**src/design/ueps_params.svh**
```systemverilog
`ifndef UEPS_PARAMS_SVH
`define UEPS_PARAMS_SVH

// Register byte offsets
`define UEPS_OFF_STATUS  12'h000
`define UEPS_OFF_CLEAR   12'h004
`define UEPS_OFF_CONFIG  12'h008
`define UEPS_OFF_MASK    12'h00c
`define UEPS_OFF_CTRL    12'h010

// Status layout
`define UEPS_ST_BC_LO    20
`define UEPS_ST_CONFIG_VALID    18
`define UEPS_ST_CONTROL_DIRECTION  17
`define UEPS_ST_RW_ALLOWED    16
`define UEPS_ST_CURBK_LO 14
`define UEPS_ST_BUSY_LO  12
`define UEPS_ST_TRERR    10
`define UEPS_ST_TOGGLE_SEQUENCE_LO 8

// Config layout
`define UEPS_CFG_MEM_ALLOCATE   0
`define UEPS_CFG_BK_LO   2
`define UEPS_CFG_BK_HI   3
`define UEPS_CFG_SZ_LO   4
`define UEPS_CFG_SZ_HI   6
`define UEPS_CFG_DIR     8
`define UEPS_CFG_TY_LO   11
`define UEPS_CFG_TY_HI   12
`define UEPS_CFG_NT_LO   13
`define UEPS_CFG_NT_HI   14
`define UEPS_CFG_W       15
`define UEPS_CFG_RST     15'h2000

// Mask layout: bits 7..0 follow the flag bits
`define UEPS_MSK_BUSY    8
`define UEPS_MSK_TRERR   9
`define UEPS_MSK_MDATA   10
`define UEPS_MSK_DATAX   11
`define UEPS_MSK_W       12

// Control layout
`define UEPS_CTL_RELEASE 0
`define UEPS_CTL_STALL   1
`define UEPS_CTL_RSTDT   2
`define UEPS_CTL_FIFO_CONTROL 3

`define UEPS_TOGGLE_SEQUENCE_RST   2'h1
`define UEPS_BANK_MIN    16'h0008
`define UEPS_BK_RSVD     2'h3

`endif

```
**src/design/ueps_pkg.sv**
```systemverilog
package ueps_pkg;
    typedef enum logic [1:0] {
        EP_CTRL = 2'h0,
        EP_ISO  = 2'h1,
        EP_BULK = 2'h2,
        EP_INTR = 2'h3
    } ueps_type_t;

    typedef enum logic [1:0] {
        PID_DATA0 = 2'h0,
        PID_DATA1 = 2'h1,
        PID_DATA2 = 2'h2,
        PID_MDATA = 2'h3
    } ueps_pid_t;
endpackage : ueps_pkg

```
**src/design/ueps_endpoint.sv**
```systemverilog
// Design decisions made here: register access over APB and the register offsets.
`timescale 1ns/10ps
`default_nettype none
`include "ueps_params.svh"

module ueps_endpoint #(
    parameter int MAX_BANKS  = 3,
    parameter int MAX_SZCODE = 7,
    parameter int FIFO_BYTES = 4096,
    parameter int BC_W       = 11
) (
    input  wire logic        pclk,
    input  wire logic        presetn,
    input  wire logic        psel,
    input  wire logic        penable,
    input  wire logic        pwrite,
    input  wire logic [11:0] paddr,
    input  wire logic [31:0] pwdata,
    output logic      [31:0] prdata,
    output logic             pready,
    output logic             pslverr,
    input  wire logic        usb_bus_reset,
    input  wire logic        sw_byte_wr,
    input  wire logic        sw_byte_rd,
    input  wire logic        usb_byte_rx,
    input  wire logic        usb_byte_tx,
    input  wire logic        usb_in_token,
    input  wire logic        usb_in_done,
    input  wire logic        usb_out_start,
    input  wire logic        usb_out_done,
    input  wire logic [1:0]  usb_out_pid,
    input  wire logic        usb_out_crc_err,
    input  wire logic        usb_setup_rcv,
    input  wire logic        usb_setup_dir_in,
    input  wire logic        usb_nak_in_sent,
    input  wire logic        usb_nak_out_sent,
    input  wire logic        usb_stall_sent,
    input  wire logic        usb_microframe_end,
    output logic             stall_request,
    output logic             send_zlp,
    output logic             out_discard,
    output logic             fifo_flush,
    output logic             rw_allowed,
    output logic             endpoint_irq
);
    localparam int NF = 12;
    localparam int F_INRDY = 0, F_OUTRX = 1, F_SETUP = 2, F_NAKOUT = 3;
    localparam int F_NAKIN = 4, F_OVER = 5, F_STALL = 6, F_SHORT = 7;
    localparam int F_UNDER = 8, F_HBUND = 9, F_FLUSH = 10, F_CRC = 11;

    logic [`UEPS_CFG_W-1:0] cfg_reg;
    logic [`UEPS_MSK_W-1:0] mask_reg;
    logic                   stall_reg;
    logic                   config_valid_reg;
    logic                   control_direction_reg;
    logic [1:0]             toggle_sequence_reg;
    logic [BC_W-1:0]        bcnt_reg [3];
    logic [1:0]             cur_bank_reg;
    logic [1:0]             busy_reg;
    logic [1:0]             rel_pipe_reg;
    logic [NF-1:0]          flag_reg;
    logic                   trerr_reg;
    logic                   fifo_control_d_reg;
    logic [1:0]             mf_tx_reg;
    logic [1:0]             mf_fill_reg;
    logic [1:0]             mf_rx_reg;
    logic                   drop_reg;
    logic [31:0]            rdata_reg;
    logic                   irq_reg;

    ueps_pkg::ueps_type_t ep_type;
    logic            dir_in, is_ctrl, is_iso, hb;
    logic [1:0]      bk, nbanks, ntrans;
    logic [2:0]      szc;
    logic [BC_W-1:0] bank_size;
    logic            fifo_control, rel_done, release_bank;
    logic            acc, wr, mapped;
    logic            wr_clear, wr_config, wr_mask, wr_ctrl;
    logic [1:0]      head_bank, tail_bank;
    logic            inc_ev, dec_ev;
    logic [1:0]      inc_bank, dec_bank;
    logic            rx_full, out_ok;
    logic            flush, underflow_in, err_any;
    logic [NF-1:0]   flag_set, flag_clr;
    logic [7:0]      disp;
    logic            busy_evt, cfg_fits;
    logic [15:0]     need_bytes;
    logic [1:0]      new_bk;
    logic [2:0]      new_sz;
    logic [1:0]      exp_pid;

    function automatic logic [1:0] wrap(input logic [2:0] v, input logic [1:0] n);
        logic [2:0] d;
        d = v - {1'b0, n};
        return (v >= {1'b0, n}) ? d[1:0] : v[1:0];
    endfunction : wrap

    assign ep_type   = ueps_pkg::ueps_type_t'(cfg_reg[`UEPS_CFG_TY_HI:`UEPS_CFG_TY_LO]);
    assign dir_in    = cfg_reg[`UEPS_CFG_DIR];
    assign is_ctrl   = (ep_type == ueps_pkg::EP_CTRL);
    assign is_iso    = (ep_type == ueps_pkg::EP_ISO);
    assign bk        = cfg_reg[`UEPS_CFG_BK_HI:`UEPS_CFG_BK_LO];
    assign nbanks    = (bk == `UEPS_BK_RSVD) ? bk : bk + 2'h1;
    assign ntrans    = cfg_reg[`UEPS_CFG_NT_HI:`UEPS_CFG_NT_LO];
    assign hb        = is_iso && (ntrans >= 2'h2);
    assign szc       = cfg_reg[`UEPS_CFG_SZ_HI:`UEPS_CFG_SZ_LO];
    assign bank_size = BC_W'(`UEPS_BANK_MIN << szc);

    // APB decode, zero wait states
    assign acc       = psel && penable;
    assign wr        = acc && pwrite;
    assign mapped    = (paddr == `UEPS_OFF_STATUS) || (paddr == `UEPS_OFF_CLEAR) ||
                       (paddr == `UEPS_OFF_CONFIG) || (paddr == `UEPS_OFF_MASK) ||
                       (paddr == `UEPS_OFF_CTRL);
    assign pready    = 1'b1;
    assign pslverr   = acc && !mapped;
    assign prdata    = rdata_reg;
    assign wr_clear  = wr && (paddr == `UEPS_OFF_CLEAR);
    assign wr_config = wr && (paddr == `UEPS_OFF_CONFIG);
    assign wr_mask   = wr && (paddr == `UEPS_OFF_MASK);
    assign wr_ctrl   = wr && (paddr == `UEPS_OFF_CTRL);

    // Bank held by software until release; release waits out the pipe
    assign fifo_control      = !(|rel_pipe_reg) && !is_ctrl &&
                          (dir_in ? (busy_reg < nbanks) : (busy_reg != 2'h0));
    assign release_bank = wr_ctrl && pwdata[`UEPS_CTL_RELEASE] && fifo_control;
    assign rel_done     = rel_pipe_reg[1];

    // Oldest busy bank and next bank the host fills
    assign head_bank = wrap(3'({1'b0, cur_bank_reg}) + 3'({1'b0, nbanks}) -
                            3'({1'b0, busy_reg}), nbanks);
    assign tail_bank = wrap(3'({1'b0, cur_bank_reg}) + 3'({1'b0, busy_reg}), nbanks);

    // bytes beyond the bank are dropped
    assign rx_full  = (bcnt_reg[tail_bank] == bank_size);
    assign inc_ev   = dir_in ? sw_byte_wr : (usb_byte_rx && !drop_reg && !rx_full);
    assign inc_bank = dir_in ? cur_bank_reg : tail_bank;
    assign dec_ev   = dir_in ? usb_byte_tx : sw_byte_rd;
    assign dec_bank = dir_in ? head_bank : cur_bank_reg;
    assign out_ok   = !dir_in && usb_out_done && !drop_reg;

    assign underflow_in = is_iso && dir_in && usb_in_token && (busy_reg == 2'h0);
    assign send_zlp     = underflow_in;
    assign out_discard  = is_iso && !dir_in && usb_out_start && (busy_reg == nbanks);
    assign flush        = usb_microframe_end && hb && dir_in && (mf_tx_reg < ntrans);
    assign fifo_flush   = flush;

    assign err_any      = flag_reg[F_OVER] || flag_reg[F_UNDER] || trerr_reg;
    assign rw_allowed   = fifo_control && !stall_reg && !err_any &&
                          (dir_in ? (bcnt_reg[cur_bank_reg] < bank_size)
                                  : (bcnt_reg[cur_bank_reg] != '0));
    assign stall_request = stall_reg;

    // expected PID order within a microframe
    always_comb begin
        exp_pid = ueps_pkg::PID_DATA0;
        if (ntrans == 2'h3)
            exp_pid = (mf_rx_reg == 2'h2) ? ueps_pkg::PID_DATA2 : ueps_pkg::PID_MDATA;
        else if (ntrans == 2'h2)
            exp_pid = (mf_rx_reg == 2'h1) ? ueps_pkg::PID_DATA1 : ueps_pkg::PID_MDATA;
    end

    always_comb begin
        flag_set          = '0;
        flag_set[F_INRDY] = dir_in && fifo_control && !fifo_control_d_reg;
        flag_set[F_OUTRX] = (!dir_in && fifo_control && !fifo_control_d_reg) ||
                            (is_ctrl && usb_out_done);
        flag_set[F_SETUP] = is_ctrl && usb_setup_rcv;
        flag_set[F_NAKOUT] = usb_nak_out_sent;
        flag_set[F_NAKIN]  = usb_nak_in_sent;
        flag_set[F_OVER]  = !dir_in && usb_byte_rx && !drop_reg && rx_full;
        flag_set[F_STALL] = usb_stall_sent && stall_reg;
        flag_set[F_SHORT] = !is_ctrl && out_ok && (bcnt_reg[tail_bank] < bank_size);
        flag_set[F_UNDER] = underflow_in || out_discard;
        flag_set[F_HBUND] = usb_microframe_end && hb && dir_in && (mf_fill_reg < ntrans);
        flag_set[F_FLUSH] = flush;
        flag_set[F_CRC]   = is_iso && !dir_in && usb_out_crc_err;
    end

    // clear bits are shared by aliased flags
    always_comb begin
        flag_clr = '0;
        if (wr_clear) begin
            flag_clr[7:0]   = pwdata[7:0];
            flag_clr[F_UNDER] = pwdata[F_SETUP];
            flag_clr[F_HBUND] = pwdata[F_NAKOUT];
            flag_clr[F_FLUSH] = pwdata[F_NAKIN];
            flag_clr[F_CRC]   = pwdata[F_STALL];
        end
    end

    // One sticky flag per bit, set wins over clear
    for (genvar i = 0; i < NF; i++) begin : g_flag
        always_ff @(posedge pclk or negedge presetn) begin
            if (!presetn)
                flag_reg[i] <= 1'b0;
            else if (flag_set[i])
                flag_reg[i] <= 1'b1;
            else if (flag_clr[i] || usb_bus_reset)
                flag_reg[i] <= 1'b0;
        end
    end

    for (genvar b = 0; b < 3; b++) begin : g_bank
        always_ff @(posedge pclk or negedge presetn) begin
            if (!presetn)
                bcnt_reg[b] <= '0;
            else if (usb_bus_reset || flush)
                bcnt_reg[b] <= '0;
            else if (inc_ev && inc_bank == 2'(b) && !(dec_ev && dec_bank == 2'(b)))
                bcnt_reg[b] <= bcnt_reg[b] + BC_W'(1);
            else if (dec_ev && dec_bank == 2'(b) && bcnt_reg[b] != '0 &&
                     !(inc_ev && inc_bank == 2'(b)))
                bcnt_reg[b] <= bcnt_reg[b] - BC_W'(1);
        end
    end

    // busy count lands two cycles after release
    always_ff @(posedge pclk or negedge presetn) begin
        if (!presetn)
            rel_pipe_reg <= '0;
        else
            rel_pipe_reg <= {rel_pipe_reg[0], release_bank && !usb_bus_reset};
    end

    always_ff @(posedge pclk or negedge presetn) begin
        if (!presetn)
            busy_reg <= '0;
        else if (usb_bus_reset || flush)
            busy_reg <= '0;
        else if (dir_in) begin
            if (rel_done && !(usb_in_done && busy_reg != 2'h0))
                busy_reg <= busy_reg + 2'h1;
            else if (!rel_done && usb_in_done && busy_reg != 2'h0)
                busy_reg <= busy_reg - 2'h1;
        end else begin
            if (out_ok && !rel_done && busy_reg < nbanks)
                busy_reg <= busy_reg + 2'h1;
            else if (rel_done && !out_ok && busy_reg != 2'h0)
                busy_reg <= busy_reg - 2'h1;
        end
    end

    // bank advances after the release pipe
    always_ff @(posedge pclk or negedge presetn) begin
        if (!presetn)
            cur_bank_reg <= '0;
        else if (usb_bus_reset || is_ctrl)
            cur_bank_reg <= '0;
        else if (rel_done)
            cur_bank_reg <= wrap(3'({1'b0, cur_bank_reg}) + 3'h1, nbanks);
    end

    always_ff @(posedge pclk or negedge presetn) begin
        if (!presetn)
            drop_reg <= 1'b0;
        else if (out_discard)
            drop_reg <= 1'b1;
        else if (usb_out_done || usb_bus_reset)
            drop_reg <= 1'b0;
    end

    always_ff @(posedge pclk or negedge presetn) begin
        if (!presetn)
            fifo_control_d_reg <= 1'b0;
        else
            fifo_control_d_reg <= fifo_control;
    end

    // Microframe counters: good IN sends, fills, OUT packets
    always_ff @(posedge pclk or negedge presetn) begin
        if (!presetn) begin
            mf_tx_reg   <= '0;
            mf_fill_reg <= '0;
            mf_rx_reg   <= '0;
        end else if (usb_microframe_end || usb_bus_reset) begin
            mf_tx_reg   <= '0;
            mf_fill_reg <= '0;
            mf_rx_reg   <= '0;
        end else begin
            if (usb_in_done && busy_reg != 2'h0 && mf_tx_reg != 2'h3)
                mf_tx_reg <= mf_tx_reg + 2'h1;
            if (release_bank && dir_in && mf_fill_reg != 2'h3)
                mf_fill_reg <= mf_fill_reg + 2'h1;
            if (out_ok && mf_rx_reg != 2'h3)
                mf_rx_reg <= mf_rx_reg + 2'h1;
        end
    end

    // toggle violation held until a bank release
    always_ff @(posedge pclk or negedge presetn) begin
        if (!presetn)
            trerr_reg <= 1'b0;
        else if (out_ok && hb && (usb_out_pid != exp_pid || mf_rx_reg >= ntrans))
            trerr_reg <= 1'b1;
        else if (rel_done || usb_bus_reset)
            trerr_reg <= 1'b0;
    end

    always_ff @(posedge pclk or negedge presetn) begin
        if (!presetn)
            toggle_sequence_reg <= `UEPS_TOGGLE_SEQUENCE_RST;
        else if (usb_bus_reset || (wr_ctrl && pwdata[`UEPS_CTL_RSTDT]))
            toggle_sequence_reg <= `UEPS_TOGGLE_SEQUENCE_RST;
        else if (out_ok)
            toggle_sequence_reg <= usb_out_pid;
        else if (dir_in && usb_in_done) begin
            if (!is_iso)
                toggle_sequence_reg <= {1'b0, ~toggle_sequence_reg[0]};
            else if (hb && (ntrans - mf_tx_reg) == 2'h3)
                toggle_sequence_reg <= ueps_pkg::PID_DATA1;
            else
                toggle_sequence_reg <= ueps_pkg::PID_DATA0;
        end
    end

    always_ff @(posedge pclk or negedge presetn) begin
        if (!presetn)
            control_direction_reg <= 1'b0;
        else if (usb_bus_reset)
            control_direction_reg <= 1'b0;
        else if (usb_setup_rcv && is_ctrl)
            control_direction_reg <= usb_setup_dir_in;
    end

    assign new_bk     = pwdata[`UEPS_CFG_BK_HI:`UEPS_CFG_BK_LO];
    assign new_sz     = pwdata[`UEPS_CFG_SZ_HI:`UEPS_CFG_SZ_LO];
    assign need_bytes = 16'({14'h0, new_bk} + 16'h1) * 16'(`UEPS_BANK_MIN << new_sz);
    assign cfg_fits   = (new_bk != `UEPS_BK_RSVD) && (int'(new_bk) < MAX_BANKS) &&
                        (int'(new_sz) <= MAX_SZCODE) && (int'(need_bytes) <= FIFO_BYTES);

    always_ff @(posedge pclk or negedge presetn) begin
        if (!presetn) begin
            cfg_reg   <= `UEPS_CFG_RST;
            config_valid_reg <= 1'b0;
        end else if (wr_config) begin
            cfg_reg   <= pwdata[`UEPS_CFG_W-1:0];
            config_valid_reg <= pwdata[`UEPS_CFG_MEM_ALLOCATE] && cfg_fits;
        end
    end

    always_ff @(posedge pclk or negedge presetn) begin
        if (!presetn)
            mask_reg <= '0;
        else if (wr_mask)
            mask_reg <= pwdata[`UEPS_MSK_W-1:0];
    end

    always_ff @(posedge pclk or negedge presetn) begin
        if (!presetn)
            stall_reg <= 1'b0;
        else if (usb_bus_reset)
            stall_reg <= 1'b0;
        else if (wr_ctrl)
            stall_reg <= pwdata[`UEPS_CTL_STALL];
    end

    // Iso endpoints show the alternate meaning of shared bits
    assign disp = {flag_reg[F_SHORT],
                   is_iso ? flag_reg[F_CRC]   : flag_reg[F_STALL],
                   flag_reg[F_OVER],
                   is_iso ? flag_reg[F_FLUSH] : flag_reg[F_NAKIN],
                   is_iso ? flag_reg[F_HBUND] : flag_reg[F_NAKOUT],
                   is_iso ? flag_reg[F_UNDER] : flag_reg[F_SETUP],
                   flag_reg[F_OUTRX], flag_reg[F_INRDY]};

    // all free on IN, all busy on OUT
    assign busy_evt = !is_ctrl && (dir_in ? (busy_reg == 2'h0) : (busy_reg == nbanks));

    always_ff @(posedge pclk or negedge presetn) begin
        if (!presetn)
            irq_reg <= 1'b0;
        else
            irq_reg <= (|(disp & mask_reg[7:0])) ||
                       (mask_reg[`UEPS_MSK_BUSY] && busy_evt) ||
                       (mask_reg[`UEPS_MSK_TRERR] && trerr_reg) ||
                       (mask_reg[`UEPS_MSK_MDATA] && hb && flag_reg[F_OUTRX] &&
                        toggle_sequence_reg == ueps_pkg::PID_MDATA) ||
                       (mask_reg[`UEPS_MSK_DATAX] && hb && flag_reg[F_OUTRX] &&
                        toggle_sequence_reg != ueps_pkg::PID_MDATA);
    end
    assign endpoint_irq = irq_reg;

    // Read data captured in the setup phase
    always_ff @(posedge pclk or negedge presetn) begin
        if (!presetn)
            rdata_reg <= '0;
        else if (psel && !penable && !pwrite) begin
            rdata_reg <= '0;
            unique case (paddr)
                `UEPS_OFF_STATUS: begin
                    rdata_reg[`UEPS_ST_BC_LO +: BC_W]  <= bcnt_reg[cur_bank_reg];
                    rdata_reg[`UEPS_ST_CONFIG_VALID]          <= config_valid_reg;
                    rdata_reg[`UEPS_ST_CONTROL_DIRECTION]        <= control_direction_reg;
                    rdata_reg[`UEPS_ST_RW_ALLOWED]          <= rw_allowed;
                    rdata_reg[`UEPS_ST_CURBK_LO +: 2]  <= cur_bank_reg;
                    rdata_reg[`UEPS_ST_BUSY_LO +: 2]   <= busy_reg;
                    rdata_reg[`UEPS_ST_TRERR]          <= trerr_reg;
                    rdata_reg[`UEPS_ST_TOGGLE_SEQUENCE_LO +: 2]  <= toggle_sequence_reg;
                    rdata_reg[7:0]                     <= disp;
                end
                `UEPS_OFF_CONFIG: rdata_reg[`UEPS_CFG_W-1:0] <= cfg_reg;
                `UEPS_OFF_MASK:   rdata_reg[`UEPS_MSK_W-1:0] <= mask_reg;
                `UEPS_OFF_CTRL: begin
                    rdata_reg[`UEPS_CTL_STALL]   <= stall_reg;
                    rdata_reg[`UEPS_CTL_FIFO_CONTROL] <= fifo_control;
                end
                default: rdata_reg <= '0;
            endcase
        end
    end
endmodule : ueps_endpoint

`default_nettype wire

```
**config.mk**
```make
export PLATFORM = sky130hd
export DESIGN_NAME = ueps_endpoint
export DESIGN_NICKNAME = d
export VERILOG_FILES = /design/src/design/ueps_pkg.sv /design/src/design/ueps_endpoint.sv
export VERILOG_INCLUDE_DIRS = /design/src /design/src/design
export SDC_FILE = /design/constraint.sdc
export NUM_CORES = 1
export LEC_CHECK = 0
export ABC_AREA = 1
export BUFFER_PORTS_ARGS = -buffer_cell sky130_fd_sc_hd__buf_4
export CAP_MARGIN = 20
export CELL_PAD_IN_SITES_DETAIL_PLACEMENT = 1
export CELL_PAD_IN_SITES_GLOBAL_PLACEMENT = 1
export CORE_ASPECT_RATIO = 1.4
export CORE_MARGIN = 4
export CORE_UTILIZATION = 48
export DETAILED_ROUTE_END_ITERATION = 6
export GPL_ROUTABILITY_DRIVEN = 0
export GPL_TIMING_DRIVEN = 1
export PLACE_DENSITY = 0.85
export SYNTH_ARGS = -nofsm -noshare
export SYNTH_HDL_FRONTEND = slang
export SYNTH_SLANG_ARGS = --single-unit
```
**constraint.sdc**
```tcl
create_clock -name pclk -period 9.38 [get_ports pclk]
set_input_delay 0.938 -clock pclk [delete_from_list [all_inputs] [get_ports pclk]]
set_output_delay 0.938 -clock pclk [all_outputs]
set_load 0.03 [all_outputs]
```
; After elaboration in Yosys (flattened, before gate mapping)
; Cells that the tools add are included.
[op_classes]
n_mul = 1
shift = 2
n_addsub = 21
eq_ne = 25
order_cmp = 14
reduce_logical = 179
mux = 95
bitwise = 4
[ops]
columns = op, count
row1 = 11-bit two-way mux, 14
row2 = 1-bit logical AND, 89
row3 = 2-bit two-way mux, 26
row4 = 11-bit binary-select mux with 2-bit select, 2
row5 = 1-bit two-way mux, 44
row6 = 11-bit nonzero test, 4
row7 = 2-bit nonzero test, 21
row8 = "11-bit by 1-bit adder with 11-bit output, second input constant", 3
row9 = "11-bit by 1-bit subtractor with 11-bit output, second input constant", 3
row10 = 1-bit logical OR, 31
row11 = "12-bit by 4-bit equality test with 1-bit output, second input constant", 2
row12 = 11-bit < comparator, 2
row13 = 1-bit logical NOT, 21
row14 = 7-bit case mux with 3 select lines, 1
row15 = "2-bit equality test, second input constant", 8
row16 = "16-bit by 13-bit less-or-equal comparator with 1-bit output, second input constant", 1
row17 = 3-bit by 16-bit multiplier with 16-bit output, 1
row18 = "4-bit by 3-bit left shift with 16-bit output, first input constant", 1
row19 = "12-bit by 3-bit equality test with 1-bit output, second input constant", 1
row20 = "12-bit by 5-bit equality test with 1-bit output, second input constant", 1
row21 = 12-bit logical NOT, 1
row22 = 12-bit two-way mux, 1
row23 = 3-bit nonzero test, 4
row24 = 11-bit equality test, 1
row25 = other kinds (31), 58
[word_totals]
elab_cells = 373
input_bits = 67
ff_bits = 123

; Depth between registers and ports, before layout
[depth]
word_depth = 18
depth_mapped = 32
ltp_nobuf = 32

; Least setup slack after synthesis
; Ideal clock, no wire load.
[synth_path]
path_type = register to register
from = register cur_bank_reg[1]
to = register bcnt_reg[30] (netlist bit)
arrival_ps = 4843
t_required_ps = 9262
path_slack_ps = 4419
period_less_slack_ps = 4961
stages_incl_launch_ff = 31
path_cell_list = dfrtp_1 buf_4 clkinv_1 fa_1 inv_1 ha_1 nand2_2 nand3_1 nand2_1 nand2_1 buf_6 nand3_1 o22ai_1 ha_1 nand4_1 nor3_1 nand3_2 nand2_2 nand2_4 nand3_2 ha_1 inv_1 nor3_1 a21o_1 nand2_1 nand3_1 o21ai_0 xor2_1 inv_1 nand2_1 o21ai_2
[synth_via]
elab_chain_cells = 15
word_cells_on_any_way = 31
cone_classes = add/sub (5) / order compare (2) / eq/ne (1) / mux (10) / bitwise (1) / reduce/logical (12)
[synth_lines]
columns = element, line
row1 = from (decl), ueps_endpoint.sv:58  ; logic [1:0] cur_bank_reg;
row2 = from (signal assigned), ueps_endpoint.sv:251  ; cur_bank_reg <= wrap(3'({1'b0, cur_bank_reg}) + 3'h1, nbanks);
row3 = 2-bit by 2-bit adder with 3-bit output, ueps_endpoint.sv:132  ; assign tail_bank = wrap(3'({1'b0, cur_bank_reg}) + 3'({1'b0, busy_reg}), nbanks);
row4 = 3-bit by 2-bit greater-or-equal comparator with 1-bit output / 2-bit subtractor (equally long branches), "ueps_endpoint.sv:95, ueps_endpoint.sv:94"
row5 = 2-bit two-way mux, ueps_endpoint.sv:95  ; return (v >= {1'b0, n}) ? d[1:0] : v[1:0];
row6 = 2-bit NOT with 3-bit output (not written as such), ueps_endpoint.sv:135  ; assign rx_full = (bcnt_reg[tail_bank] == bank_size);
row7 = 11-bit binary-select mux with 2-bit select, ueps_endpoint.sv:135
row8 = 11-bit two-way mux (not written as such) (2 in a row), ueps_endpoint.sv:135
row9 = 11-bit equality test, ueps_endpoint.sv:135
row10 = 1-bit logical NOT, ueps_endpoint.sv:136  ; assign inc_ev = dir_in ? sw_byte_wr : (usb_byte_rx && !drop_reg && !rx_full);
row11 = 1-bit logical AND, ueps_endpoint.sv:136
row12 = 1-bit two-way mux, ueps_endpoint.sv:136
row13 = 1-bit logical AND, "ueps_endpoint.sv:210, ueps_endpoint.sv:213"
row14 = 1-bit logical AND / 1-bit logical NOT (equally long branches), "ueps_endpoint.sv:210, ueps_endpoint.sv:213"
row15 = 11-bit two-way mux / 1-bit logical AND (equally long branches), "ueps_endpoint.sv:210, ueps_endpoint.sv:212"
row16 = 11-bit two-way mux / 3-bit nonzero test (equally long branches), n/a
row17 = "to (signal, indexed assignment)", ueps_endpoint.sv:211  ; bcnt_reg[b] <= bcnt_reg[b] + BC_W'(1);
row18 = "to (signal, indexed assignment)", ueps_endpoint.sv:214  ; bcnt_reg[b] <= bcnt_reg[b] - BC_W'(1);
row19 = to (decl), ueps_endpoint.sv:57  ; logic [BC_W-1:0] bcnt_reg [3];
; Several ways; a longest one is shown, not always the timed one. The select of a mux whose other input is x is not followed.
; A chain may end at the register's enable or synchronous reset.

; Final worst setup path
[layout_path]
from = register cur_bank_reg[1]
to = register bcnt_reg[32] (netlist bit)
; The elaborated chain is that of the path after synthesis.

==> flow_summary.toml <==
[cts]
post_cts_resized = 0
clkLatencyLatePin_ps = 430
clkTransAtPathRegs_ps = 60
cts_buffers = 17
cts.sinks = 123
cts_hold_buf = 0
cts_tree = "built"
post_cts_buffers = 0
clockRootBuffer = "clkbuf_16"
cts_max_path_buffers = 2
cts_max_level = 4

[logic_synthesis]
synth-compound-area-share = 0.182
synthFlopType = "dfrtp_1"
ys_seq_elements = 123
synth_cell_types = 62
synth_top_area_frac = 0.313
synth_top_cell_by_area = "dfrtp_1"
netlist_area_mm2 = 0.00967
muxShareOfSynthArea = 0.00453
synth_top_family_by_area = "simple AND/OR/NAND/NOR gates"
synth_area_per_cell_um2 = 7.79
async_flop_share = 1.00
synth_area_leaders = "dfrtp_1 31%, ha_1 10%, nand2_1 8.8%"
synth-edff-count = 0
synthXorXnorAreaFrac = 0.0263
ys_seq_area_frac = 0.319
synth_fa_ha_area_frac = 0.132
ys_warn_count = 0
synthCells = 1241
yosys.area_share.simple = 0.246

[worst_setup_path]
rrSetupSlack_ps = 2810
r2r-end = "bcnt_reg[32]"
cp-endpoint = "bcnt_reg[32]"
required_ps = 9700
setup.worst_path.class = "reg -> reg"
crit_path_start = "cur_bank_reg[1]"
reg2reg_depth = 27
r2r_start = "cur_bank_reg[1]"
critPathMaxFanout = 16
startpoint_type = "flop"
end_kind = "flop"
arrival_ps = 6900

[global_routing]
grt_pass1_wl_um = 51800
overflow = 0
antenna_found_initial = 0
grt_util_all_layers = 0.290
grt_max_degree = 73
grt_pass1_vias = 10114

[timing]
slew-limit-headroom = 0.327
final-max-slew-violation-count = 0
setup_tns_ps = 0
fin_skew_ps = 8.57
rsz0062_at_grt = "no"
tightest_slew_ps = 1010
fin_crit_sh = 0.701
finalHoldViolCount = 0
fin_crit_ps = 6570
whs_ps = 387
clock.fmax_ghz = 0.152
setup_violations = 0

[placed_design]
numPortBuffers = 86
placed_cell_area_mm2 = 0.0105
place.detailed.hpwl_um = 24400

[floorplanning]
ios = 107
dieArea_mm2 = 0.0225
core_mm2 = 0.0198
rows = 61
chipWidth_um = 128
die_y_um = 176
initial_core_util = 0.487

[detailed_routing]
wl_met3_um = 916
vias = 9183
drc = 0
initialDrtViolationCount = 498
met1_length_um = 11600
routed_wl_um = 31500
dr_wl_met2_um = 17000
top_layer_used = "met4"
routedWlPerCell_um = 19.8
ant_nets = 0
routed_via_density = 5.79
first_pass_iters = 5

[cells_and_area]
utilization = 0.558
syn_to_final_growth_pct = 14.6
drive_above_1_share = 0.157
fin_area_mm2 = 0.0111
nets = 1481
largest_reg_flops = 33
diodes = 0

[power]
ir_drop_mv = 0.108
p_total_mw = 2.66
pwr_density_cell_mw_per_mm2 = 240
p_leak_nw = 5.42

[job]
max-cap-violations = 0

[outcome]
status = "completed"

[min_path]
min_path_type = "reg -> reg"
## worst max-delay path, stage by stage (launching register included)
cell and delay [ps]:
dfrtp_1 570, clkinv_1 480, fa_1 710, inv_1 60
ha_1 350, nand2_2 120, nand3_1 120, nand2_1 60
nand2_1 320, nand3_1 340, o22ai_1 320, ha_1 280
nand2_1 110, nor3_1 70, nand3_2 90, nand2_2 80
nand2_4 180, nand3_2 390, ha_1 540, inv_1 80
nor4_1 450, nand2_1 120, o211ai_1 120, a31oi_1 110
inv_1 110, nand3_1 90, nand3_1 110, nand2_1 60
## per-layer routing
metal	up-vias	track usage
met5	-	0
met4	0	0.166
met3	112	0.0424
met2	226	0.538
met1	4483	0.307
li1	4362	-
## per-stage QoR
step / std cells / setup WS [ps]
6_report: 1586 / 2810
4_1_cts: 1586 / 2820
5_1_grt: 1586 / 2260
3_3_place_gp: 1554 / 3170
2_1_floorplan: 1242 / 4420
3_5_place_dp: 1554 / 2950
## placed cells by master, fill, tap and decap left out, drive strengths merged, types with 6 or more instances in the layout
| master | synthesis | layout |
|---|---|---|
| a21oi | 66 | 66 |
| a22o | 8 | 8 |
| buf | 18 | 90 |
| clkbuf | 12 | 17 |
| clkinv | 1 | 7 |
| dfrtp | 121 | 121 |
| fa | 15 | 15 |
| ha | 78 | 78 |
| inv | 175 | 179 |
| nand2 | 238 | 238 |
| nand3 | 99 | 99 |
| nand4 | 24 | 24 |
| nor2 | 97 | 97 |
| nor3 | 30 | 30 |
| nor4 | 8 | 8 |
| o211ai | 16 | 16 |
| o21ai | 140 | 140 |
| o22ai | 12 | 12 |
| o31ai | 6 | 6 |
| xor2 | 24 | 24 |
## how the worst min path moves through the flow
| stage | startpoint | to | slack [ps] | depth (start not counted) |
|---|---|---|---|---|
| after detailed placement | rel_pipe_reg[0] | rel_pipe_reg[1] | 370 | 0 |
| after CTS | rel_pipe_reg[0] | rel_pipe_reg[1] | 380 | 0 |
| final | rel_pipe_reg[0] | rel_pipe_reg[1] | 390 | 0 |
| after global routing | rel_pipe_reg[0] | rel_pipe_reg[1] | 390 | 0 |
| after global placement | rel_pipe_reg[0] | rel_pipe_reg[1] | 360 | 0 |
| after floorplan | rel_pipe_reg[0] | rel_pipe_reg[1] | 360 | 0 |
## cells by family after synthesis
logic type	Yosys count
XOR/XNOR	29
buffers and inverters	206
adder cells (fa/ha/maj)	93
multiplexers	4
AND/OR/NAND/NOR	505
AO/OA/AOI/OAI	279
other	2
flip-flops	123
## power breakdown
part	switching, mW	internal [mW]
sequential	0.0712	0.587
clock	0.280	0.422
combinational	0.827	0.468
## area by class of cell
| type | instances | area [µm²] |
|---|---|---|
| flip-flops and latches | 123 | 3080 |
| inverters | 176 | 666 |
| repair buffers | 90 | 676 |
| fillers | 2531 | 8760 |
| clock inverters | 15 | 189 |
| well taps | 252 | 315 |
| multi-input cells | 913 | 5730 |
| clock buffers | 17 | 425 |
## cell usage after synthesis, types with 3 or more instances
cell type and n:
o21ai_2 32, o21a_1 5, nand3_2 6, mux2_2 3
o22ai_1 12, inv_1 166, o21ai_1 9, clkbuf_1 12
inv_2 8, o2111ai_1 3, o31ai_1 6, buf_4 4
xor2_1 24, a21oi_4 3, nand3_4 5, nor3b_1 4
a31oi_1 4, xnor2_1 5, a21oi_1 63, dfrtp_1 121
nand4_1 24, o221ai_1 3, ha_1 78, nor4_1 6
o21ai_0 98, o211ai_1 16, nand3_1 88, nor2_1 90
fa_1 15, nand2_4 4, buf_2 7, or2_2 3
a22o_1 8, nor2_4 6, nand2_1 227, nor3_1 29
o21bai_1 5, buf_6 6, nand2_2 7
Power figures use the tool's default switching activity.
